## src/vco_cal_consts.vh

```
`ifndef VCO_CAL_CONSTS_VH
`define VCO_CAL_CONSTS_VH
// Register word indices (byte address = 4 * index)
`define IDX_CAL_CTRL 12'h018
`define IDX_STATUS 12'h01F
`define IDX_CH0_DIV 12'h190
`define IDX_CH0_BYP 12'h191
`define IDX_CH0_CTRL 12'h192
`define IDX_CH1_DIV 12'h193
`define IDX_CH1_BYP 12'h194
`define IDX_CH1_CTRL 12'h195
`define IDX_CH2_DIV 12'h196
`define IDX_CH2_BYP 12'h197
`define IDX_CH2_CTRL 12'h198
`define IDX_CH0_PHASE 12'h1A0
`define IDX_CH1_PHASE 12'h1A1
`define IDX_CH2_PHASE 12'h1A2
`define IDX_PREDIV 12'h1E0
`define IDX_SRC_SEL 12'h1E1
`define IDX_REF_DIV 12'h1F0
`define IDX_UPDATE 12'h232
`define ADDR_W 14
// Field positions
`define CAL_START_BIT 0
`define CAL_DIV_LO 1
`define STAT_CAL_DONE_BIT 6
`define BYPASS_BIT 7
`define DUTY_FIX_DIS_BIT 0
`define DIRECT_BIT 1
`define PHASE_START_HIGH_BIT 5
`define UPDATE_BIT 0
// Encodings and counts
`define SRC_EXT_PRE 2'h0
`define SRC_EXT_NOPRE 2'h1
`define SRC_OSC_PRE 2'h2
`define CAL_CYCLES 13'h1130
`define PREDIV_MIN 3'h2
`define PREDIV_MAX 3'h6
`define REF_DIV_RESET 8'h01
`define SRC_RESET 2'h2
`define PREDIV_RESET 3'h2
`define DIV_RESET 8'h00
`endif

```

## src/chan_divider.v

```verilog
`timescale 1ns/1ps
`default_nettype none
`include "vco_cal_consts.vh"
module chan_divider (
  // Clock and reset
  input wire clk_in,
  input wire rst_n_in,
  // Settings
  input wire [3:0] low_m_in,
  input wire [3:0] high_n_in,
  input wire bypass_in,
  input wire duty_fix_disable_in,
  input wire [4:0] delay_in,
  input wire start_high_in,
  input wire hold_in,
  input wire tick_in,
  // Output
  output reg div_out
);
  reg [4:0] cnt_q;
  reg [4:0] dly_q;
  reg phase_q;
  reg half_q;
  // Widened so that N = 15 cannot wrap onto M = 0
  wire odd_fix = !duty_fix_disable_in && ({1'b0, low_m_in} == {1'b0, high_n_in} + 5'h01);
  always @(posedge clk_in or negedge rst_n_in) begin
    if (!rst_n_in) begin
      cnt_q <= 5'h00;
      dly_q <= 5'h00;
      phase_q <= 1'b0;
      half_q <= 1'b0;
      div_out <= 1'b0;
    end else if (hold_in) begin
      // Static output while held; restart applies delay and start level
      cnt_q <= 5'h00;
      dly_q <= delay_in;
      phase_q <= start_high_in;
      half_q <= 1'b0;
      div_out <= start_high_in;
    end else if (tick_in) begin
      if (bypass_in) begin
        div_out <= ~div_out;
      end else if (dly_q != 5'h00) begin
        dly_q <= dly_q - 5'h01;
      end else begin
        // High lasts N+1 ticks, low M+1 ticks
        if (cnt_q == {1'b0, (phase_q ? high_n_in : low_m_in)}) begin
          cnt_q <= 5'h00;
          phase_q <= ~phase_q;
          half_q <= phase_q;
        end else begin
          cnt_q <= cnt_q + 5'h01;
          half_q <= 1'b0;
        end
        // Odd correction stretches high by half a tick, modelled as one extra
        div_out <= odd_fix ? (phase_q | half_q) : phase_q;
      end
    end
  end
endmodule // chan_divider
`default_nettype wire

```

## src/vco_cal_and_clock_distribution.v

```verilog
// Contract
// - Calibration sequencer advances only on divided reference clock ticks.
// - Status bit reads 1 once calibration has finished.
// - Calibration asserts output hold; releases it when calibration ends.
// - Calibration clock is phase detector clock over two-bit selected divisor.
// - Calibration lasts 4400 calibration clock cycles.
// - Calibration starts only on explicit software request, never on divider change.
// - Channel divider divides 2 to 32 or bypasses for one.
// - Pre-divider divides 2 to 6, always used with oscillator source.
// - Output high N+1 and low M+1 input cycles.
// - Disableable duty fix; odd division corrected only when M equals N+1.
// - Coarse delay up to 31 cycles and selectable start level.
// - Source field: 00 ext+pre, 01 ext direct, 10 osc+pre, 11 illegal.
// - Direct-route bits pass pre-divider input to the output pair; the code honours them only with source 00 or 10.
// - Low and high cycle fields hold count minus one.
//
// Design decision made here: register access over Avalon-MM.
`timescale 1ns/1ps
`default_nettype none
`include "vco_cal_consts.vh"
module vco_cal_and_clock_distribution (
  // Clock and reset
  input wire clock_in,
  input wire rstn_in,
  // Avalon-MM slave
  input wire [`ADDR_W-1:0] address_in,
  input wire read_in,
  input wire write_in,
  input wire [31:0] writedata_in,
  output reg [31:0] readdata_out,
  output wire waitrequest_out,
  // Clock sources (sampled edges of slow test clocks)
  input wire reference_input_in,
  input wire ext_clock_in,
  input wire osc_clock_in,
  // Status and outputs
  output wire output_hold_out,
  output wire [2:0] output_pair_first_out
);
  reg rst_s1_q, rst_n_q;
  always @(posedge clock_in or negedge rstn_in) begin
    if (!rstn_in) begin
      rst_s1_q <= 1'b0;
      rst_n_q <= 1'b0;
    end else begin
      rst_s1_q <= 1'b1;
      rst_n_q <= rst_s1_q;
    end
  end

  // Two-stage synchronisers for the pin clocks
  reg [2:0] pin_s1_q, pin_s2_q, pin_s3_q;
  always @(posedge clock_in or negedge rst_n_q) begin
    if (!rst_n_q) begin
      pin_s1_q <= 3'h0;
      pin_s2_q <= 3'h0;
      pin_s3_q <= 3'h0;
    end else begin
      pin_s1_q <= {osc_clock_in, ext_clock_in, reference_input_in};
      pin_s2_q <= pin_s1_q;
      pin_s3_q <= pin_s2_q;
    end
  end
  wire [2:0] rise = pin_s2_q & ~pin_s3_q;
  wire ref_tick = rise[0];

  // Shadow and active registers; writes land in shadow, update copies them
  reg [7:0] cal_ctrl_sh_q, cal_ctrl_q;
  reg [7:0] div_sh_q [0:2];
  reg [7:0] byp_sh_q [0:2];
  reg [7:0] ctl_sh_q [0:2];
  reg [7:0] ph_sh_q [0:2];
  reg [7:0] div_q [0:2];
  reg [7:0] byp_q [0:2];
  reg [7:0] ctl_q [0:2];
  reg [7:0] ph_q [0:2];
  reg [2:0] prediv_sh_q, prediv_q;
  reg [1:0] src_sh_q, src_q;
  reg [7:0] ref_div_sh_q, ref_div_q;
  reg cal_done_q;
  reg cal_busy_q;

  function [11:0] word_index;
    input [`ADDR_W-1:0] a;
    word_index = a[`ADDR_W-1:2];
  endfunction

  function [2:0] clamp_prediv;
    input [2:0] v;
    clamp_prediv = (v < `PREDIV_MIN) ? `PREDIV_MIN : ((v > `PREDIV_MAX) ? `PREDIV_MAX : v);
  endfunction

  wire [11:0] idx = word_index(address_in);
  // Reads take one wait state so that the data stand registered at the accept edge
  reg rd_ack_q;
  assign waitrequest_out = read_in && !rd_ack_q;
  wire wr = write_in;
  wire update_req = wr && (idx == `IDX_UPDATE) && writedata_in[`UPDATE_BIT];

  integer i;
  always @(posedge clock_in or negedge rst_n_q) begin
    if (!rst_n_q) begin
      cal_ctrl_sh_q <= 8'h00;
      cal_ctrl_q <= 8'h00;
      prediv_sh_q <= `PREDIV_RESET;
      prediv_q <= `PREDIV_RESET;
      src_sh_q <= `SRC_RESET;
      src_q <= `SRC_RESET;
      ref_div_sh_q <= `REF_DIV_RESET;
      ref_div_q <= `REF_DIV_RESET;
      for (i = 0; i < 3; i = i + 1) begin
        div_sh_q[i] <= `DIV_RESET;
        byp_sh_q[i] <= 8'h00;
        ctl_sh_q[i] <= 8'h00;
        ph_sh_q[i] <= 8'h00;
        div_q[i] <= `DIV_RESET;
        byp_q[i] <= 8'h00;
        ctl_q[i] <= 8'h00;
        ph_q[i] <= 8'h00;
      end
    end else begin
      if (wr) begin
        case (idx)
          `IDX_CAL_CTRL: cal_ctrl_sh_q <= writedata_in[7:0];
          `IDX_CH0_DIV: div_sh_q[0] <= writedata_in[7:0];
          `IDX_CH1_DIV: div_sh_q[1] <= writedata_in[7:0];
          `IDX_CH2_DIV: div_sh_q[2] <= writedata_in[7:0];
          `IDX_CH0_BYP: byp_sh_q[0] <= writedata_in[7:0];
          `IDX_CH1_BYP: byp_sh_q[1] <= writedata_in[7:0];
          `IDX_CH2_BYP: byp_sh_q[2] <= writedata_in[7:0];
          `IDX_CH0_CTRL: ctl_sh_q[0] <= writedata_in[7:0];
          `IDX_CH1_CTRL: ctl_sh_q[1] <= writedata_in[7:0];
          `IDX_CH2_CTRL: ctl_sh_q[2] <= writedata_in[7:0];
          `IDX_CH0_PHASE: ph_sh_q[0] <= writedata_in[7:0];
          `IDX_CH1_PHASE: ph_sh_q[1] <= writedata_in[7:0];
          `IDX_CH2_PHASE: ph_sh_q[2] <= writedata_in[7:0];
          `IDX_PREDIV: prediv_sh_q <= clamp_prediv(writedata_in[2:0]);
          `IDX_SRC_SEL: src_sh_q <= writedata_in[1:0];
          `IDX_REF_DIV: ref_div_sh_q <= writedata_in[7:0];
          default: ;
        endcase
      end
      if (update_req) begin
        cal_ctrl_q <= cal_ctrl_sh_q;
        prediv_q <= prediv_sh_q;
        // Illegal source code keeps the previous selection
        if (src_sh_q != 2'h3) src_q <= src_sh_q;
        ref_div_q <= (ref_div_sh_q == 8'h00) ? `REF_DIV_RESET : ref_div_sh_q;
        for (i = 0; i < 3; i = i + 1) begin
          div_q[i] <= div_sh_q[i];
          byp_q[i] <= byp_sh_q[i];
          ctl_q[i] <= ctl_sh_q[i];
          ph_q[i] <= ph_sh_q[i];
        end
      end
    end
  end

  // Start request: rising edge of the active start bit only
  reg start_prev_q;
  wire start_now = cal_ctrl_q[`CAL_START_BIT] && !start_prev_q;

  // Divided reference: phase detector tick, then calibration divisor tick
  reg [7:0] rdiv_cnt_q;
  reg [3:0] cdiv_cnt_q;
  reg [12:0] cal_cnt_q;
  wire pfd_tick = ref_tick && (rdiv_cnt_q == ref_div_q - 8'h01);
  wire [3:0] cal_div = 4'h2 << cal_ctrl_q[`CAL_DIV_LO +: 2];
  wire cal_tick = pfd_tick && (cdiv_cnt_q == cal_div - 4'h1);

  always @(posedge clock_in or negedge rst_n_q) begin
    if (!rst_n_q) begin
      start_prev_q <= 1'b0;
      rdiv_cnt_q <= 8'h00;
      cdiv_cnt_q <= 4'h0;
      cal_cnt_q <= 13'h0000;
      cal_busy_q <= 1'b0;
      cal_done_q <= 1'b0;
    end else begin
      start_prev_q <= cal_ctrl_q[`CAL_START_BIT];
      if (ref_tick) begin
        rdiv_cnt_q <= pfd_tick ? 8'h00 : rdiv_cnt_q + 8'h01;
      end
      if (start_now) begin
        cal_busy_q <= 1'b1;
        cal_done_q <= 1'b0;
        cal_cnt_q <= 13'h0000;
        cdiv_cnt_q <= 4'h0;
      end else if (cal_busy_q && pfd_tick) begin
        cdiv_cnt_q <= cal_tick ? 4'h0 : cdiv_cnt_q + 4'h1;
        if (cal_tick) begin
          if (cal_cnt_q == `CAL_CYCLES - 13'h0001) begin
            cal_busy_q <= 1'b0;
            cal_done_q <= 1'b1;
          end else begin
            cal_cnt_q <= cal_cnt_q + 13'h0001;
          end
        end
      end
    end
  end
  assign output_hold_out = cal_busy_q;

  // Distribution source and pre-divider
  wire src_osc = (src_q == `SRC_OSC_PRE);
  wire use_pre = src_osc || (src_q == `SRC_EXT_PRE);
  wire src_rise = src_osc ? rise[2] : rise[1];
  reg [2:0] pre_cnt_q;
  wire pre_tick = src_rise && (pre_cnt_q == prediv_q - 3'h1);
  always @(posedge clock_in or negedge rst_n_q) begin
    if (!rst_n_q) pre_cnt_q <= 3'h0;
    else if (src_rise) pre_cnt_q <= pre_tick ? 3'h0 : pre_cnt_q + 3'h1;
  end
  wire div_tick = use_pre ? pre_tick : src_rise;
  wire src_level = src_osc ? pin_s3_q[2] : pin_s3_q[1];
  // Bypassed channels follow the divider input itself: divide by one
  wire pre_level = (pre_cnt_q < (prediv_q >> 1));
  wire byp_level = use_pre ? pre_level : src_level;

  genvar g;
  generate
    for (g = 0; g < 3; g = g + 1) begin : chan
      wire div_o;
      chan_divider u_div (
        .clk_in(clock_in),
        .rst_n_in(rst_n_q),
        .low_m_in(div_q[g][7:4]),
        .high_n_in(div_q[g][3:0]),
        .bypass_in(byp_q[g][`BYPASS_BIT]),
        .duty_fix_disable_in(ctl_q[g][`DUTY_FIX_DIS_BIT]),
        .delay_in(ph_q[g][4:0]),
        .start_high_in(ph_q[g][`PHASE_START_HIGH_BIT]),
        .hold_in(cal_busy_q),
        .tick_in(div_tick),
        .div_out(div_o)
      );
      // Direct route only honoured with the pre-divider in the path
      assign output_pair_first_out[g] = cal_busy_q ? div_o :
                                        (ctl_q[g][`DIRECT_BIT] && use_pre) ? src_level :
                                        byp_q[g][`BYPASS_BIT] ? byp_level : div_o;
    end
  endgenerate

  // Read path: data registered in the wait cycle, standing at the accept edge
  always @(posedge clock_in or negedge rst_n_q) begin
    if (!rst_n_q) rd_ack_q <= 1'b0;
    else rd_ack_q <= read_in && !rd_ack_q;
  end
  always @(posedge clock_in or negedge rst_n_q) begin
    if (!rst_n_q) readdata_out <= 32'h00000000;
    else if (read_in && !rd_ack_q) begin
      case (idx)
        `IDX_CAL_CTRL: readdata_out <= {24'h000000, cal_ctrl_sh_q};
        `IDX_STATUS: readdata_out <= {24'h000000, 1'b0, cal_done_q, 6'h00};
        `IDX_CH0_DIV: readdata_out <= {24'h000000, div_sh_q[0]};
        `IDX_CH1_DIV: readdata_out <= {24'h000000, div_sh_q[1]};
        `IDX_CH2_DIV: readdata_out <= {24'h000000, div_sh_q[2]};
        `IDX_CH0_BYP: readdata_out <= {24'h000000, byp_sh_q[0]};
        `IDX_CH1_BYP: readdata_out <= {24'h000000, byp_sh_q[1]};
        `IDX_CH2_BYP: readdata_out <= {24'h000000, byp_sh_q[2]};
        `IDX_CH0_CTRL: readdata_out <= {24'h000000, ctl_sh_q[0]};
        `IDX_CH1_CTRL: readdata_out <= {24'h000000, ctl_sh_q[1]};
        `IDX_CH2_CTRL: readdata_out <= {24'h000000, ctl_sh_q[2]};
        `IDX_CH0_PHASE: readdata_out <= {24'h000000, ph_sh_q[0]};
        `IDX_CH1_PHASE: readdata_out <= {24'h000000, ph_sh_q[1]};
        `IDX_CH2_PHASE: readdata_out <= {24'h000000, ph_sh_q[2]};
        `IDX_PREDIV: readdata_out <= {29'h00000000, prediv_sh_q};
        `IDX_SRC_SEL: readdata_out <= {30'h00000000, src_sh_q};
        `IDX_REF_DIV: readdata_out <= {24'h000000, ref_div_sh_q};
        default: readdata_out <= 32'h00000000;
      endcase
    end
  end
endmodule // vco_cal_and_clock_distribution
`default_nettype wire

```

## config.mk

```make
export PLATFORM = sky130hd
export DESIGN_NAME = vco_cal_and_clock_distribution
export DESIGN_NICKNAME = d
export VERILOG_FILES = /design/src/chan_divider.v /design/src/vco_cal_and_clock_distribution.v
export VERILOG_INCLUDE_DIRS = /design/src
export SDC_FILE = /design/constraint.sdc
export NUM_CORES = 1
export LEC_CHECK = 0
export ABC_AREA = 1
export BUFFER_PORTS_ARGS = -buffer_cell sky130_fd_sc_hd__buf_2
export CAP_MARGIN = 10
export CORE_MARGIN = 3
export CORE_UTILIZATION = 60
export DETAILED_ROUTE_END_ITERATION = 8
export HOLD_SLACK_MARGIN = 0.12
export PLACE_DENSITY = 0.84
export SYNTH_ARGS = -nofsm -noshare
export SYNTH_HDL_FRONTEND = slang
export SYNTH_HIERARCHICAL = 1
export SYNTH_SLANG_ARGS = --single-unit
```

## constraint.sdc

```tcl
create_clock -name clock_in -period 11 [get_ports clock_in]
set_input_delay 1.1 -clock clock_in [delete_from_list [all_inputs] [get_ports clock_in]]
set_output_delay 1.1 -clock clock_in [all_outputs]
set_load 0.01 [all_outputs]
```

==> After elaboration in Yosys (flattened, before gate mapping) <==
Cells that the tools add are included.
{ "classes": {"bitwise": 11, "n_addsub": 16, "n_reduce_logical": 66, "shift": 1, "magnitude_cmp": 3, "eq_ne": 40, "muxes": 109} }
{ "ops": {"columns": ["cell", "count"], "rows": [
  ["equality test 12 x 9 -> 1 bit, second input constant", 15],
  ["case mux 8 bit (17 select lines)", 1],
  ["two-way mux 5 bit", 27],
  ["two-way mux 1 bit", 66],
  ["two-way mux 13 bit", 4],
  ["AND reduction 2 bit", 20],
  ["equality test 12 x 5 -> 1 bit, second input constant", 2],
  ["two-way mux 4 bit", 6],
  ["AND reduction 3 bit", 8],
  ["nonzero test 2 bit", 10],
  ["two-way mux 8 bit", 2],
  ["adder 4 x 1 -> 5 bit, second input constant", 3],
  ["adder 5 x 1 -> 5 bit, second input constant", 3],
  ["equality test 4 x 5 -> 1 bit", 3],
  ["equality test 5 x 4 -> 1 bit", 3],
  ["nonzero test 5 bit", 3],
  ["subtractor 5 x 1 -> 5 bit, second input constant", 3],
  ["logical AND 1 bit", 14],
  ["adder 13 x 1 -> 13 bit, second input constant", 1],
  ["equality test 13 bit, second input constant", 1],
  ["equality test 12 x 10 -> 1 bit, second input constant", 1],
  ["AND reduction 4 bit", 3],
  ["!= test 2 bit, second input constant", 5],
  ["two-way mux 3 bit", 3],
  ["24 further kinds", 39]
]} }
{ "totals": {"in_bits": 53, "elab_cells": 307, "ff_bits": 319} }

==> Depth between registers and ports, before layout <==
{ "logic_depth": {"depth_word": 8, "depth_mapped": 16, "mapped_depth_nobuf": 16} }

==> Hierarchy <==
The synthesis kept the hierarchy.
{ "by_module_without_submodules": {"columns": ["module", "cells_per_inst", "area_each_um2", "instances", "seq_area_each_um2"], "rows": [
  ["vco_cal_and_clock_distribution", 1300, 11305.8, 1, 5888.1],
  ["chan_divider", 150, 1054.8, 3, 325.3]
]} }

==> Worst setup path after synthesis <==
Ideal clock, no wire load.
{ "synth_timing": {"path_type": "input-to-output", "startpoint": "input port read_in", "endpoint": "output port waitrequest_out", "required_ns": 9.900, "arrival_time_ns": 1.554, "cell_stages": 2, "path_buffers": 0, "path_slack_ns": 8.346, "path_cell_list": "inv_1 > nor2_1"} }
{ "synth_via": {"elab_chain_cells": 1} }
{ "synth_rtl": {"columns": ["item", "line_no", "source"], "rows": [
  ["start: declaration", "vco_cal_and_clock_distribution.v:27", "input wire read_in,"],
  ["logical AND 1 bit", "vco_cal_and_clock_distribution.v:96", "assign waitrequest_out = read_in && !rd_ack_q;"],
  ["end: declaration", "vco_cal_and_clock_distribution.v:31", "output wire waitrequest_out,"]
]} }
No other way between the ends.

==> Final worst setup path <==
{ "layout_timing": {"startpoint": "register src_q[0]", "endpoint": "output port output_pair_first_out[2]"} }
{ "layout_via": {"elab_chain_cells": 6} }
{ "layout_rtl": {"columns": ["item", "line_no", "source"], "rows": [
  ["start: declaration", "vco_cal_and_clock_distribution.v:78", "reg [1:0] src_sh_q, src_q;"],
  ["start signal: assignment", "vco_cal_and_clock_distribution.v:108", "src_q <= `SRC_RESET;"],
  ["start signal: assignment", "vco_cal_and_clock_distribution.v:147", "if (src_sh_q != 2'h3) src_q <= src_sh_q;"],
  ["equality test 2 bit (no line) / zero test 2 bit (equally long branches)", null, null],
  ["two-way mux 1 bit / logical OR 1 bit (equally long branches)", "vco_cal_and_clock_distribution.v:215, vco_cal_and_clock_distribution.v:206", null],
  ["two-way mux 1 bit", "vco_cal_and_clock_distribution.v:218", "wire byp_level = use_pre ? pre_level : src_level;"],
  ["two-way mux 1 bit", "vco_cal_and_clock_distribution.v:240", "byp_q[g][`BYPASS_BIT] ? byp_level : div_o;"],
  ["two-way mux 1 bit (*)", "vco_cal_and_clock_distribution.v:239", "(ctl_q[g][`DIRECT_BIT] && use_pre) ? src_level :"],
  ["two-way mux 1 bit (*)", "vco_cal_and_clock_distribution.v:238", "assign output_pair_first_out[g] = cal_busy_q ? div_o :"],
  ["end: declaration", "vco_cal_and_clock_distribution.v:38", "output wire [2:0] output_pair_first_out"]
]} }
Mark *: on every way between the ends. The rest lies on a longest branch, timed or not.

==> flow_metrics.py <==
metrics = {
    "outcome": {
        "status": "complete, no violations",
    },
    "synth": {
        "synth_top_area_cell": "dfrtp_1",
        "netlist_area_um2": 14500,
        "ys_seq_area_share_pct": 47.4,
        "yosys.area.top_type_share_pct": 46.3,
        "synth_mux_area_share_pct": 3.27,
        "ys.flop_type": "dfrtp_1",
        "ys_top_cells_by_area": "dfrtp_1, nand2_1, nand3_1, inv_1, o21ai_0",
        "synth-xor-area-share_pct": 2.88,
        "synth-simple-area-share_pct": 26.7,
        "syn_area_per_cell_um2": 8.27,
        "yosysWarnings": 6,
        "synthAdderAreaFrac_pct": 1.64,
        "synth_edf_count": 0,
        "async_flop_share_pct": 100,
        "yosys-top-cells-count": "nand2_1, dfrtp_1, inv_1",
        "ys_ff_latch": 274,
        "synth_cell_types": 50,
        "synth_top_family_by_area": "simple AND/OR/NAND/NOR gates",
        "yosysMostFrequentCell": "nand2_1",
        "synth-compound-area-share_pct": 9.95,
        "synthCells": 1750,
    },
    "flow_run": {
        "drv_cap": 0,
    },
    "timing": {
        "setup_viol": 0,
        "final_max_slew_viol_count": 0,
        "clock-skew-final_ns": 0.0182,
        "fmax_mhz": 278,
        "post-route-period-util_pct": 32.6,
        "relSlewSlack_pct": 29.6,
        "finalSetupTns_ns": 0,
        "fin_crit_ns": 3.59,
        "worst_pin_slew_ns": 1.06,
        "hold_viol": 0,
        "rsz0062_at_grt": "no",
    },
    "global_route": {
        "grt_pass1_vias": 11300,
        "grt_usage_pct": 27.0,
        "grt_max_degree": 198,
        "antenna_found_initial": 0,
        "gr-total-overflow": 0,
        "grt_pass1_wl_um": 57400,
    },
    "final_layout": {
        "n_antenna_cell": 0,
        "drive_above_1_share_pct": 11.5,
        "nNetsFinal": 1843,
        "final-instance-count-excl-fill": 2113,
        "syn_to_final_growth_pct": 8.46,
    },
    "drt": {
        "wirelength_um": 34900,
        "drt_first_iter_violations": 1256,
        "dr_total_vias": 11900,
        "viasPerCell": 5.63,
        "wl_per_cell_um": 16.5,
        "drc_errors": 0,
        "antenna_left": 0,
        "dr.pass1.iters": 6,
    },
    "cts": {
        "ctsResizeCount": 0,
        "clk_pin_slew_worst_paths_ns": 0.06,
        "cts_tree": "built",
        "hold_buffers": 0,
        "cts.sinks": 274,
        "htree_num_levels": 1,
        "clk_latency_ns": 0.55,
        "post_cts.repair.setup_buffers": 0,
        "clk_path_buf_depth": 3,
        "cts_root_buf": "clkbuf_16",
        "cts-buffers-inserted": 29,
    },
    "floorplan": {
        "fp.dieW_um": 161,
        "fp.coreArea_um2": 23600,
        "dieArea_um2": 26000,
        "num_rows": 56,
        "die_h_um": 161,
        "start_util_pct": 61.3,
        "io_pins": 90,
    },
    "placement": {
        "gp_congestion": 1.00,
        "hpwl_um": 24300,
        "placed_cells": 2059,
        "port_buffers": 39,
    },
    "power": {
        "vdd_drop_max_mv": 0.0973,
        "powerDensity_nw_per_um2": 159,
        "p_leak_nw": 7.65,
    },
    "worst_setup_path": {
        "cp-start-kind": "register",
        "setup.worst_path.end_class": "output pin",
        "critPathKind": "reg2out",
        "cp.arrival_ns": 2.49,
        "required_ns": 9.90,
        "path_max_fanout": 10,
    },
    "hold_path": {
        "hold_path.class": "reg2async",
    },
}
routing by layer:
metal / global-route usage (%) / share of wire [%]
met5: 0 / 0
met4: 8.68 / 3.6
met3: 4.41 / 7.3
met2: 43.8 / 47
met1: 37.5 / 42
per-stage QoR:
stage	total power, mW	utilization (%)	cell area (um^2)	worst slack [ns]	hold slack (ns)
after floorplan	1.45	-	14600	2.81	0.331
after global routing	2.61	66.5	15700	7.27	0.199
final	2.49	66.5	15700	7.41	0.177
after CTS	2.50	66.5	15700	7.44	0.187
after detailed placement	1.53	62.4	14700	7.78	0.181
after global placement	1.51	62.4	14700	7.79	0.179
area by class of cell:
type / count / area [um^2]
fill: 1882 / 7920
sequential: 274 / 6870
multi-input combinational: 1237 / 6530
clock buffer: 43 / 858
inverter: 184 / 691
tap: 319 / 399
timing repair buffer: 45 / 253
clock inverter: 11 / 96.3
worst paths after layout:
kind	startpoint	to	slack, ns	depth (start not counted)
worst max-delay path	src_q[0]	output_pair_first_out[2]	7.41	7
worst min register to register	rst_n_q	div_q[14]	0.18	0
worst min-delay path	rst_n_q	div_q[14]	0.18	0
max in group asynchronous	rst_n_q	ph_q[5]	8.88	2
min in group clock_in	pin_s1_q[2]	pin_s2_q[2]	0.35	0
worst max register to register	src_q[0]	chan[2].u_div/cnt_q[3]	8.20	16
critical path, stage by stage (launching register included):
cell	delay, ns
dfrtp_1	0.36
clkinv_1	0.29
nand2_1	0.21
nor2_1	0.07
a21oi_1	0.39
a31oi_1	0.16
a21oi_1	0.27
buf_2	0.19
sequential cells by signal, indices dropped and copies added, names as in the netlist, 13 cells and up:
signal / cells
byp_sh_q: 24
ph_sh_q: 24
div_q: 24
cal_cnt_q: 13
ctl_sh_q: 24
chan.u_div/cnt_q: 15
ph_q: 18
div_sh_q: 24
chan.u_div/dly_q: 15
power by group:
group	internal (mW)	switching, mW
Combinational	0.136	0.246
Clock	0.564	0.399
Sequential	1.08	0.0646
Total	1.78	0.710
placed cells by master (no fill, tap or decap), types with 20 or more instances in the layout:
cell type	count
nand4_1	30
mux2_2	22
a21oi_1	32
inv_1	175
mux2_1	20
dfrtp_1	267
nand3_1	146
nor3_1	20
xor2_1	29
o21ai_0	124
clkbuf_16	29
conb_1	25
nor2_1	111
nand2_2	22
nand2_1	448
o21ai_1	72
buf_2	39
cell families after synthesis:
kind of cell | count (synthesis)
AND/OR/NAND/NOR | 841
multiplexers | 42
flip-flops | 274
XOR/XNOR | 45
other | 2
AO/OA/AOI/OAI | 265
buffers and inverters | 262
adder cells (fa/ha/maj) | 19
No activity file was read; power rests on OpenSTA's default activity.
